**src/mie_pkg.sv**
```systemverilog
package mie_pkg;

  // ---------------------------------------------------------------
  // widths, stack depth and field positions of the instruction word
  // ---------------------------------------------------------------
  localparam int PC_W        = 11;
  localparam int PM_W        = 20;
  localparam int OP_W        = 6;
  localparam int DM_AW       = 8;
  localparam int BIT_W       = 3;
  localparam int STACK_DEPTH = 4;
  localparam int SP_W        = 2;
  localparam int TABLE_HIGH_BYTE_W      = PM_W - 8;
  localparam int OP_LSB      = 14;
  localparam int BIT_LSB     = 11;

  // ---------------------------------------------------------------
  // constants
  // ---------------------------------------------------------------
  localparam logic [DM_AW-1:0] PCL_ADDR  = 8'h06;
  localparam logic [PC_W-1:0]  RST_PC    = 11'h000;
  localparam logic [7:0]       BYTE_CLR  = 8'h00;
  localparam logic [7:0]       BYTE_SET  = 8'hFF;
  localparam logic [7:0]       BIT_ONE   = 8'h01;
  localparam logic [3:0]       BCD_LIMIT = 4'h9;
  localparam logic [3:0]       BCD_ADJ   = 4'h6;
  localparam logic [3:0]       NIB_ZERO  = 4'h0;
  localparam logic [2:0]       LAST_PAGE = 3'h7;

  // ---------------------------------------------------------------
  // opcodes and states
  // ---------------------------------------------------------------
  typedef enum logic [OP_W-1:0] {
    OP_NOP, OP_MOV_A_M, OP_MOV_M_A, OP_MOV_A_X,
    OP_ADD_A_M, OP_ADD_M, OP_ADD_A_X, OP_ADC_A_M, OP_ADC_M,
    OP_AND_A_M, OP_AND_M, OP_AND_A_X, OP_CPL, OP_CPL_A, OP_DAA,
    OP_CLR_M, OP_SET_M, OP_CLR_BIT, OP_SET_BIT,
    OP_JMP, OP_CALL, OP_RET, OP_RET_A_X, OP_INTERRUPT_RETURN_OP,
    OP_SZ, OP_SZ_A, OP_SZ_BIT, OP_SNZ_BIT,
    OP_SIZ, OP_SDZ, OP_SIZ_A, OP_SDZ_A,
    OP_TBL_PAGE, OP_TBL_LAST, OP_CLR_WDT, OP_HALT, OP_SWAP, OP_SWAP_A
  } mie_op_type;

  typedef enum logic [1:0] {ST_RUN, ST_TABLE, ST_HALT} mie_state_type;

  typedef struct packed {
    logic master_interrupt_enable;
    logic to;
    logic powerdown_flag;
    logic ov;
    logic z;
    logic ac;
    logic c;
  } mie_status_type;

  typedef struct packed {
    logic             we;
    logic [DM_AW-1:0] addr;
    logic [7:0]       data;
  } mie_dmw_type;

  typedef struct packed {
    mie_state_type                      state;
    logic [PC_W-1:0]                    pc;
    logic [PC_W-1:0]                    pc_save;
    logic [PM_W-1:0]                    ir;
    logic                               ir_valid;
    logic [DM_AW-1:0]                   raddr;
    logic [DM_AW-1:0]                   tbl_dst;
    logic [7:0]                         acc;
    logic [TABLE_HIGH_BYTE_W-1:0]                  table_high_byte;
    mie_status_type                     st;
    logic [STACK_DEPTH-1:0][PC_W-1:0]   stack;
    logic [SP_W-1:0]                    sp;
    mie_dmw_type                        dmw;
    logic                               wdt_clr;
  } mie_core_type;

endpackage

```
**src/mie_core.sv**
```systemverilog
`timescale 1ns/100ps
module mie_core
  import mie_pkg::*;
(
  input  wire logic                i_clk,
  input  wire logic                i_rst_n,
  input  wire logic [PM_W-1:0]     i_pm_data,
  input  wire logic [7:0]          i_dm_rdata,
  input  wire logic [7:0]          i_tbl_ptr,
  input  wire logic                i_wake,
  input  wire logic                i_wdt_timeout,
  input  wire logic                i_int_ack,
  output logic      [PC_W-1:0]     o_pm_addr,
  output logic      [DM_AW-1:0]    o_dm_raddr,
  output mie_dmw_type              o_dm_write,
  output logic      [7:0]          o_acc,
  output logic      [TABLE_HIGH_BYTE_W-1:0]   o_table_high_byte,
  output mie_status_type           o_status,
  output logic                     o_wdt_clr,
  output logic                     o_halted
);

  mie_core_type st_r;
  mie_core_type st_nxt;

  // ---------------------------------------------------------------
  // decode of the held instruction
  // ---------------------------------------------------------------
  mie_op_type       op;
  logic [BIT_W-1:0] bsel;
  logic [7:0]       mop;
  logic [PC_W-1:0]  tgt;
  logic             exec;
  logic [7:0]       rd;
  logic [PC_W-1:0]  cur_pc;

  assign op     = mie_op_type'(st_r.ir[OP_LSB +: OP_W]);
  assign bsel   = st_r.ir[BIT_LSB +: BIT_W];
  assign mop    = st_r.ir[7:0];
  assign tgt    = st_r.ir[PC_W-1:0];
  assign exec   = (st_r.state == ST_RUN) && st_r.ir_valid;
  assign cur_pc = st_r.pc - PC_W'(1);

  // forward a write that the memory commits on this same edge
  always_comb begin
    if (mop == PCL_ADDR) begin
      rd = cur_pc[7:0];
    end else if (st_r.dmw.we && (st_r.dmw.addr == mop)) begin
      rd = st_r.dmw.data;
    end else begin
      rd = i_dm_rdata;
    end
  end

  // {ov, ac, c, sum}
  function automatic logic [10:0] add8(input logic [7:0] a, input logic [7:0] b, input logic ci);
    logic [4:0] lo;
    logic [8:0] s9;
    lo = {1'b0, a[3:0]} + {1'b0, b[3:0]} + {4'h0, ci};
    s9 = {1'b0, a} + {1'b0, b} + {8'h00, ci};
    return {(a[7] == b[7]) && (s9[7] != a[7]), lo[4], s9[8], s9[7:0]};
  endfunction

  // ---------------------------------------------------------------
  // next state
  // ---------------------------------------------------------------
  logic [7:0]  res;
  logic [10:0] sum;
  logic        wr_acc;
  logic        wr_mem;
  logic        skip;
  logic        jump;
  logic [PC_W-1:0] jtgt;
  logic        lo_adj;
  logic        hi_adj;
  logic [8:0]  daa9;

  always_comb begin
    st_nxt  = st_r;
    res     = BYTE_CLR;
    sum     = '0;
    wr_acc  = 1'b0;
    wr_mem  = 1'b0;
    skip    = 1'b0;
    jump    = 1'b0;
    jtgt    = tgt;
    lo_adj  = (st_r.acc[3:0] > BCD_LIMIT) || st_r.st.ac;
    hi_adj  = (st_r.acc[7:4] > BCD_LIMIT) || st_r.st.c;
    daa9    = {1'b0, st_r.acc} + {1'b0, (hi_adj ? BCD_ADJ : NIB_ZERO), (lo_adj ? BCD_ADJ : NIB_ZERO)};
    st_nxt.dmw.we  = 1'b0;
    st_nxt.wdt_clr = 1'b0;
    if (i_int_ack) begin
      st_nxt.st.master_interrupt_enable = 1'b0;
    end
    case (st_r.state)
      ST_RUN: begin
        st_nxt.pc       = st_r.pc + PC_W'(1);
        st_nxt.ir       = i_pm_data;
        st_nxt.ir_valid = 1'b1;
        st_nxt.raddr    = i_pm_data[DM_AW-1:0];
        if (st_r.ir_valid) begin
          case (op)
            OP_MOV_A_M: begin res = rd;  wr_acc = 1'b1; end
            OP_MOV_M_A: begin res = st_r.acc; wr_mem = 1'b1; end
            OP_MOV_A_X: begin res = mop; wr_acc = 1'b1; end
            OP_ADD_A_M, OP_ADD_M, OP_ADD_A_X, OP_ADC_A_M, OP_ADC_M: begin
              sum = add8(st_r.acc, (op == OP_ADD_A_X) ? mop : rd,
                         ((op == OP_ADC_A_M) || (op == OP_ADC_M)) && st_r.st.c);
              res = sum[7:0];
              {st_nxt.st.ov, st_nxt.st.ac, st_nxt.st.c} = sum[10:8];
              st_nxt.st.z = (res == BYTE_CLR);
              wr_mem = (op == OP_ADD_M) || (op == OP_ADC_M);
              wr_acc = !wr_mem;
            end
            OP_AND_A_M, OP_AND_M, OP_AND_A_X: begin
              res = st_r.acc & ((op == OP_AND_A_X) ? mop : rd);
              st_nxt.st.z = (res == BYTE_CLR);
              wr_mem = (op == OP_AND_M);
              wr_acc = !wr_mem;
            end
            OP_CPL, OP_CPL_A: begin
              res = ~rd;
              st_nxt.st.z = (res == BYTE_CLR);
              wr_mem = (op == OP_CPL);
              wr_acc = (op == OP_CPL_A);
            end
            OP_DAA: begin
              res = daa9[7:0];
              st_nxt.st.c = daa9[8] || hi_adj;
              wr_mem = 1'b1;
            end
            OP_CLR_M:   begin res = BYTE_CLR; wr_mem = 1'b1; end
            OP_SET_M:   begin res = BYTE_SET; wr_mem = 1'b1; end
            OP_CLR_BIT: begin res = rd & ~(BIT_ONE << bsel); wr_mem = 1'b1; end
            OP_SET_BIT: begin res = rd | (BIT_ONE << bsel);  wr_mem = 1'b1; end
            OP_SWAP, OP_SWAP_A: begin
              res = {rd[3:0], rd[7:4]};
              wr_mem = (op == OP_SWAP);
              wr_acc = (op == OP_SWAP_A);
            end
            OP_JMP: jump = 1'b1;
            OP_CALL: begin
              jump = 1'b1;
              st_nxt.stack[st_r.sp] = st_r.pc;
              st_nxt.sp = st_r.sp + SP_W'(1);
            end
            OP_RET, OP_RET_A_X, OP_INTERRUPT_RETURN_OP: begin
              jump = 1'b1;
              jtgt = st_r.stack[st_r.sp - SP_W'(1)];
              st_nxt.sp = st_r.sp - SP_W'(1);
              if (op == OP_RET_A_X) begin
                res = mop;
                wr_acc = 1'b1;
              end
              if (op == OP_INTERRUPT_RETURN_OP) begin
                st_nxt.st.master_interrupt_enable = 1'b1;
              end
            end
            OP_SZ:      skip = (rd == BYTE_CLR);
            OP_SZ_A: begin
              res = rd;
              wr_acc = 1'b1;
              skip = (rd == BYTE_CLR);
            end
            OP_SZ_BIT:  skip = !rd[bsel];
            OP_SNZ_BIT: skip = rd[bsel];
            OP_SIZ, OP_SDZ, OP_SIZ_A, OP_SDZ_A: begin
              res = ((op == OP_SIZ) || (op == OP_SIZ_A)) ? rd + 8'h01 : rd - 8'h01;
              wr_mem = (op == OP_SIZ) || (op == OP_SDZ);
              wr_acc = !wr_mem;
              skip = (res == BYTE_CLR);
            end
            OP_TBL_PAGE, OP_TBL_LAST: begin
              st_nxt.pc = {(op == OP_TBL_LAST) ? LAST_PAGE : cur_pc[PC_W-1:8], i_tbl_ptr};
              st_nxt.pc_save = st_r.pc + PC_W'(1);
              st_nxt.tbl_dst = mop;
              st_nxt.state = ST_TABLE;
            end
            OP_CLR_WDT: begin
              st_nxt.wdt_clr = 1'b1;
              st_nxt.st.to = 1'b0;
              st_nxt.st.powerdown_flag = 1'b0;
            end
            OP_HALT: begin
              st_nxt.wdt_clr = 1'b1;
              st_nxt.st.to = 1'b0;
              st_nxt.st.powerdown_flag = 1'b1;
              st_nxt.state = ST_HALT;
            end
            default: ;
          endcase
          if (wr_acc) begin
            st_nxt.acc = res;
          end
          if (wr_mem) begin
            st_nxt.dmw = '{we: 1'b1, addr: mop, data: res};
            if (mop == PCL_ADDR) begin
              jump = 1'b1;
              jtgt = {cur_pc[PC_W-1:8], res};
            end
          end
          if (jump) begin
            st_nxt.pc = jtgt;
            st_nxt.ir_valid = 1'b0;
          end else if (skip) begin
            st_nxt.ir_valid = 1'b0;
          end
        end
      end
      ST_TABLE: begin
        st_nxt.table_high_byte  = i_pm_data[PM_W-1:8];
        st_nxt.dmw   = '{we: 1'b1, addr: st_r.tbl_dst, data: i_pm_data[7:0]};
        st_nxt.pc    = st_r.pc_save;
        st_nxt.state = ST_RUN;
      end
      ST_HALT: begin
        if (i_wake) begin
          st_nxt.state = ST_RUN;
        end
      end
      default: st_nxt.state = ST_RUN;
    endcase
    if (i_wdt_timeout) begin
      st_nxt.st.to = 1'b1;
    end
  end

  always_ff @(posedge i_clk or negedge i_rst_n) begin
    if (!i_rst_n) begin
      st_r <= '0;
    end else begin
      st_r <= st_nxt;
    end
  end

  // ---------------------------------------------------------------
  // outputs
  // ---------------------------------------------------------------
  assign o_pm_addr  = st_r.pc;
  assign o_dm_raddr = st_r.raddr;
  assign o_dm_write = st_r.dmw;
  assign o_acc      = st_r.acc;
  assign o_table_high_byte     = st_r.table_high_byte;
  assign o_status   = st_r.st;
  assign o_wdt_clr  = st_r.wdt_clr;
  assign o_halted   = (st_r.state == ST_HALT);

  logic [3:0] alu_flags;
  assign alu_flags = {st_r.st.ov, st_r.st.z, st_r.st.ac, st_r.st.c};
endmodule

```
**config.mk**
```make
export PLATFORM = sky130hd
export DESIGN_NAME = mie_core
export DESIGN_NICKNAME = d
export VERILOG_FILES = /design/src/mie_pkg.sv /design/src/mie_core.sv
export SDC_FILE = /design/constraint.sdc
export NUM_CORES = 1
export LEC_CHECK = 0
export BUFFER_PORTS_ARGS = -buffer_cell sky130_fd_sc_hd__buf_4
export CAP_MARGIN = 5
export CORE_MARGIN = 2
export CORE_UTILIZATION = 25
export CTS_BUF_LIST = sky130_fd_sc_hd__clkbuf_8
export DETAILED_ROUTE_END_ITERATION = 10
export REMOVE_ABC_BUFFERS = 1
export SLEW_MARGIN = 15
export SYNTH_ARGS = -nofsm -noshare
export SYNTH_HDL_FRONTEND = slang
export SYNTH_SLANG_ARGS = --single-unit
```
**constraint.sdc**
```tcl
create_clock -name i_clk -period 4.5 [get_ports i_clk]
set_input_delay 0.225 -clock i_clk [delete_from_list [all_inputs] [get_ports i_clk]]
set_output_delay 0.225 -clock i_clk [all_outputs]
set_load 0.01 [all_outputs]
```
* Word level (Yosys, flattened, before mapping)
Index checks and enable logic that the tools add are counted.
** Word-level totals
- Flip-flop bits (word level) :: 152
- Bits of input ports :: 41
- Logic and storage cells :: 210
** Operators by class
- Add/subtract/negate cells :: 11
- $lt $le $gt $ge :: 6
- Equal/unequal tests :: 47
- Shifts and indexed selects :: 1
- Muxes and demuxes :: 62
- Bitwise operators :: 5
- Reduce and logical (&&, ||, !) cells :: 53
** Operators by type and width (count)
- one-hot mux 8 bit (13 select lines) :: 1
- equality test 6 x 5 -> 1 bit (second input constant) :: 16
- two-way mux 71 bit :: 1
- two-way mux 11 bit :: 6
- two-way mux 53 bit :: 1
- equality test 6 x 4 -> 1 bit (second input constant) :: 8
- two-way mux 8 bit :: 6
- bitwise mux 44 bit :: 1
- two-way mux 44 bit :: 1
- zero test 8 bit :: 5
- equality test 6 bit (second input constant) :: 6
- one-hot mux 17 bit (2 select lines) :: 1
- AND reduction 3 bit :: 11
- equality test 6 x 3 -> 1 bit (second input constant) :: 4
- two-way mux 1 bit :: 24
- two-way mux 24 bit :: 1
- binary-select mux 11 bit (select 2 bit) :: 1
- demux 11 bit (select 2 bit) :: 1
- two-way mux 22 bit :: 1
- one-hot mux 11 bit (2 select lines) :: 1
- two-way mux 17 bit :: 1
- bitwise AND 8 bit :: 2
- inverter 8 bit :: 2
- one-hot mux 2 bit (2 select lines) :: 4
- 47 further kinds :: 79

* Longest topological paths before layout
- Depth after elaboration :: 13
- Depth in mapped cells :: 17
- Gate-level depth less buffers :: 16

* Least setup slack after synthesis
Ideal clock, no wire load.
- Path kind :: reg-to-reg
- Start point :: register st_r, in the netlist mop[6]
- End point :: register st_r, in the netlist o_pm_addr[4]
- Library setup time :: 0.138 ns
- Data arrival time :: 3.845 ns
- Path slack :: 0.517 ns
- Cell stages (with the launch flop) :: 17
- Buffers on the path :: 1
- Clock period less this slack :: 3.983 ns
- Cell sequence :: dfrtp_1 > buf_6 > xnor2_1 > nand4_4 > o31ai_4 > a31oi_4 > mux2_2 > fa_1 > fa_1 > a21o_1 > a21oi_1 > xnor2_1 > nor2_1 > a21oi_1 > nand4_1 > nor4b_1 > o31ai_1
** On the way
- Cells in the longest elaborated chain, start to end :: 13
- Elaborated cells on any way between the ends :: 26
** RTL lines
- start, declared :: RTL line mie_core.sv:23 : mie_core_type st_r;
- start signal, assigned :: RTL line mie_core.sv:232 : st_r <= st_nxt;
- equality test 8 bit :: RTL line mie_core.sv:48 : end else if (st_r.dmw.we && (st_r.dmw.addr == mop)) begin
- logical AND 1 bit :: RTL line mie_core.sv:48
- two-way mux 8 bit :: RTL line mie_core.sv:48
- two-way mux 8 bit :: RTL line mie_core.sv:46 : if (mop == PCL_ADDR) begin
- two-way mux 8 bit :: RTL line mie_core.sv:107 : sum = add8(st_r.acc, (op == OP_ADD_A_X) ? mop : rd,
- adder 8 x 8 -> 9 bit :: RTL line mie_core.sv:60 : s9 = {1'b0, a} + {1'b0, b} + {8'h00, ci};
- adder 9 x 1 -> 9 bit :: RTL line mie_core.sv:60
- one-hot mux 8 bit (13 select lines) :: RTL line mie_core.sv:102 : case (op)
- two-way mux 11 bit :: RTL line mie_core.sv:197 : if (mop == PCL_ADDR) begin
- two-way mux 11 bit :: RTL line mie_core.sv:195 : if (wr_mem) begin
- two-way mux 11 bit * :: RTL line mie_core.sv:202 : if (jump) begin
- two-way mux 24 bit * :: RTL line mie_core.sv:101 : if (st_r.ir_valid) begin
- one-hot mux 11 bit (2 select lines) * :: RTL line mie_core.sv:95 : case (st_r.state)
Every way passes the cells marked *; elsewhere a longest branch is shown, timed or not. The select of a mux whose other input is x is not followed.
A chain may end at the register's enable or synchronous reset.

* Final worst setup path
- Start point :: register st_r, in the netlist mop[0]
- End point :: register st_r, in the netlist o_pm_addr[4]
The elaborated chain is that of the path after synthesis.

==> results.cfg <==
[min_path]
hp-class = in -> reg
worstHoldStart = i_pm_data[6]
hold_depth = 2
min_to = mop[6]

[cells_and_area]
final_core_util_pct = 29.7
final_common_cell = buf_4
stdcell_area_mm2 = 0.0118
diodes = 0
drive_above_1_share_pct = 31.0
fin_cells = 1627
area_growth_pct = 17.3
finalNetCount = 1158
final_cell_mix = 156 x buf_4, 143 x dfrtp_1, 94 x mux2_2, 75 x nand2_1, 58 x o21ai_0

[clock_network]
clock_sinks = 144
cts_buffers = 17
cts.reportedPaths.clkPinSlew_ps = 90
clk_latency_ps = 510
cts_tree = yes
htreeDepth = 4
cts_buffer_depth = 2
clock-root-buffer = clkbuf_8

[grt]
grt_pass1_vias = 8507
overflow = 0
grt_max_degree = 83
antenna_found_initial = 0
grt_use_total_pct = 17.2
grt_pass1_wl_mm = 53.3

[drt]
drt-vias-per-instance = 5.18
totalWireLength_mm = 35.5
drtIter0Drc = 740
drc_errors = 0
via_count = 8426
drt-wirelength-per-cell_um = 21.8
drtAntennaViolNets = 0
first_pass_iters = 5

[sta]
timing.hold.ws_ps = 36.9
slew_headroom_pct = 23.8
timing.fmax_ghz = 0.239
grt_setup_unrepaired = no
hold_viol = 0
final.setup_skew_ps = 26.7
worst_pin_slew_ps = 1130
period_needed_ps = 4190
fin_tns_setup_ps = 0
timing.final.ws_setup_ps = 310
setup_viol = 0
period_share_pct = 93.1
slew_violations = 0

[worst_setup_path]
cp_cell_sequence = xnor2_2 > nand4_4 > o31ai_4 > a31oi_4 > mux2_2 > fa_1 > fa_1 > a21o_1 > a21oi_1 > buf_4 > xnor2_1 > nor2_1 > a21oi_1 > nand4_1 > nor4b_1 > buf_4 > o31ai_1
r2r_end = o_pm_addr[4]
path_class = reg -> reg
rr_worst_depth = 17
cp_num_buf_inv = 2
r2r_setup_slack_ps = 310
crit_fanout = 8
r2r_start = mop[0]
cpMaxStageDelayCell = dfrtp_2
worstSetupStartpointType = flop
cp_top_family = compound AO/OA/AOI/OAI gates
cp.required_ps = 4870
cp-end-kind = flop
crit_path_max_incr_delay_ps = 480
cp_data_arrival_time_ps = 4560

[yosys]
synth_area_mm2 = 0.0101
synth_edf_count = 0
synth_top_area_share_pct = 35.8
syn_avg_cell_area_um2 = 9.87
synthArstFlopShare_pct = 100
synth.ff_latch_count = 144
yosysTopAreaCell = dfrtp_1
ys.flop_type = dfrtp_1
synth_cell_types = 89
yosysWarnings = 0
yosys-top-cells-area = dfrtp_1 36%, mux2_2 11%, buf_4 4.8%, ha_1 3.0%, o21ai_0 2.9%
synth_cells = 1020
synth-seq-area-share_pct = 35.8

[status]
outcome = complete, no violations

[placement]
post-place-ws_ps = 316
gp_congestion = 0.959
placed_area_mm2 = 0.0112
io_buffer_count = 105
post-dp-hpwl_mm = 26.7
dp.cells = 1574

[pwr]
comb_power_share_pct = 44.3
ir_drop_mv = 0.227
p_clk_share_pct = 19.0
seqPwrFrac_pct = 36.7
p_sw_share_pct = 41.2
p_int_mw = 3.49
leakagePower_nw = 5.17
power_mw = 5.94
power_density_mw_per_mm2 = 503
p_switching_mw = 2.45

[floorplan]
pin_count = 106
core_area_mm2 = 0.0397
die_w_um = 205
rows = 73
start_util_pct = 25.4
die_y_um = 205
die_area_mm2 = 0.0419

[run]
cap_violations = 0
==> worst register-to-register path, delay by kind of cell (launching register included) <==
family                   cells  cell delay (ps)
adder cells (fa/ha/maj)      2              860
multiplexers                 1              310
XOR/XNOR                     2              390
AO/OA/AOI/OAI                6             1030
buffers and inverters        2              320
AND/OR/NAND/NOR              4              710
flip-flops                   1              480
==> area by class of cell <==
class	instances	area (um^2)
Timing Repair Buffer	178	1390
Inverter	42	158
Fill cell	4150	27900
Tap cell	525	657
Clock buffer	20	275
Clock inverter	12	145
Multi-Input combinational cell	706	5580
Sequential cell	144	3600
==> metal layers <==
metal | vias to the layer above | track usage [%] | share of wire (%)
met5 | - | 0 | 0
met4 | 0 | 9.16 | 4.6
met1 | 4203 | 22.0 | 43
li1 | 3845 | - | -
met3 | 81 | 3.61 | 5.9
met2 | 297 | 27.1 | 47
==> worst max-delay path by stage <==
stage / cells after the start / startpoint / slack (ps) / to
final: 17 / mop[0] / 310 / o_pm_addr[4]
after floorplan: 4 / st_r[151] / 330 / st_r[128]
after global placement: 17 / mop[6] / 290 / o_pm_addr[4]
after global routing: 17 / mop[0] / 10 / o_dm_write[4]
after CTS: 17 / mop[6] / 250 / o_pm_addr[4]
after detailed placement: 17 / mop[0] / 320 / o_pm_addr[4]
==> cells in the mapped netlist (all sizes together) (16+ instances only) <==
cell type	instances
nor3	21
nand4	18
mux2	94
o31ai	16
o21ai	62
dfrtp	144
ha	24
inv	42
nand2b	17
nand2	76
xnor2	22
clkbuf	43
buf	85
a21oi	38
nand3	27
nor2	48
==> timing repair <==
item | CTS | global route
endpoints found under the setup margin | 0 | 4
hold buffers | 21 | 0
buffers inserted | 0 | 0
endpoints found under the hold margin | 115 | 0
resized for setup | 0 | 2
==> power by group through the flow <==
stage	clock network (mW)	logic, mW	registers [mW]
6_report	1.13	2.63	2.18
3_3_place_gp	0	2.61	2.18
3_5_place_dp	0	2.63	2.20
5_1_grt	1.21	2.89	2.24
2_1_floorplan	0	1.40	2.23
4_1_cts	1.16	2.66	2.18
==> cell families after synthesis <==
| logic type | count (synthesis) | synth area share, % |
|---|---|---|
| flip-flops | 144 | 35.8 |
| multiplexers | 120 | 14.5 |
| AO/OA/AOI/OAI | 247 | 18.5 |
| XOR/XNOR | 37 | 3.52 |
| buffers and inverters | 170 | 9.11 |
| AND/OR/NAND/NOR | 274 | 14.8 |
| adder cells (fa/ha/maj) | 28 | 3.78 |
Note: power is estimated with default switching activity, not from simulation.
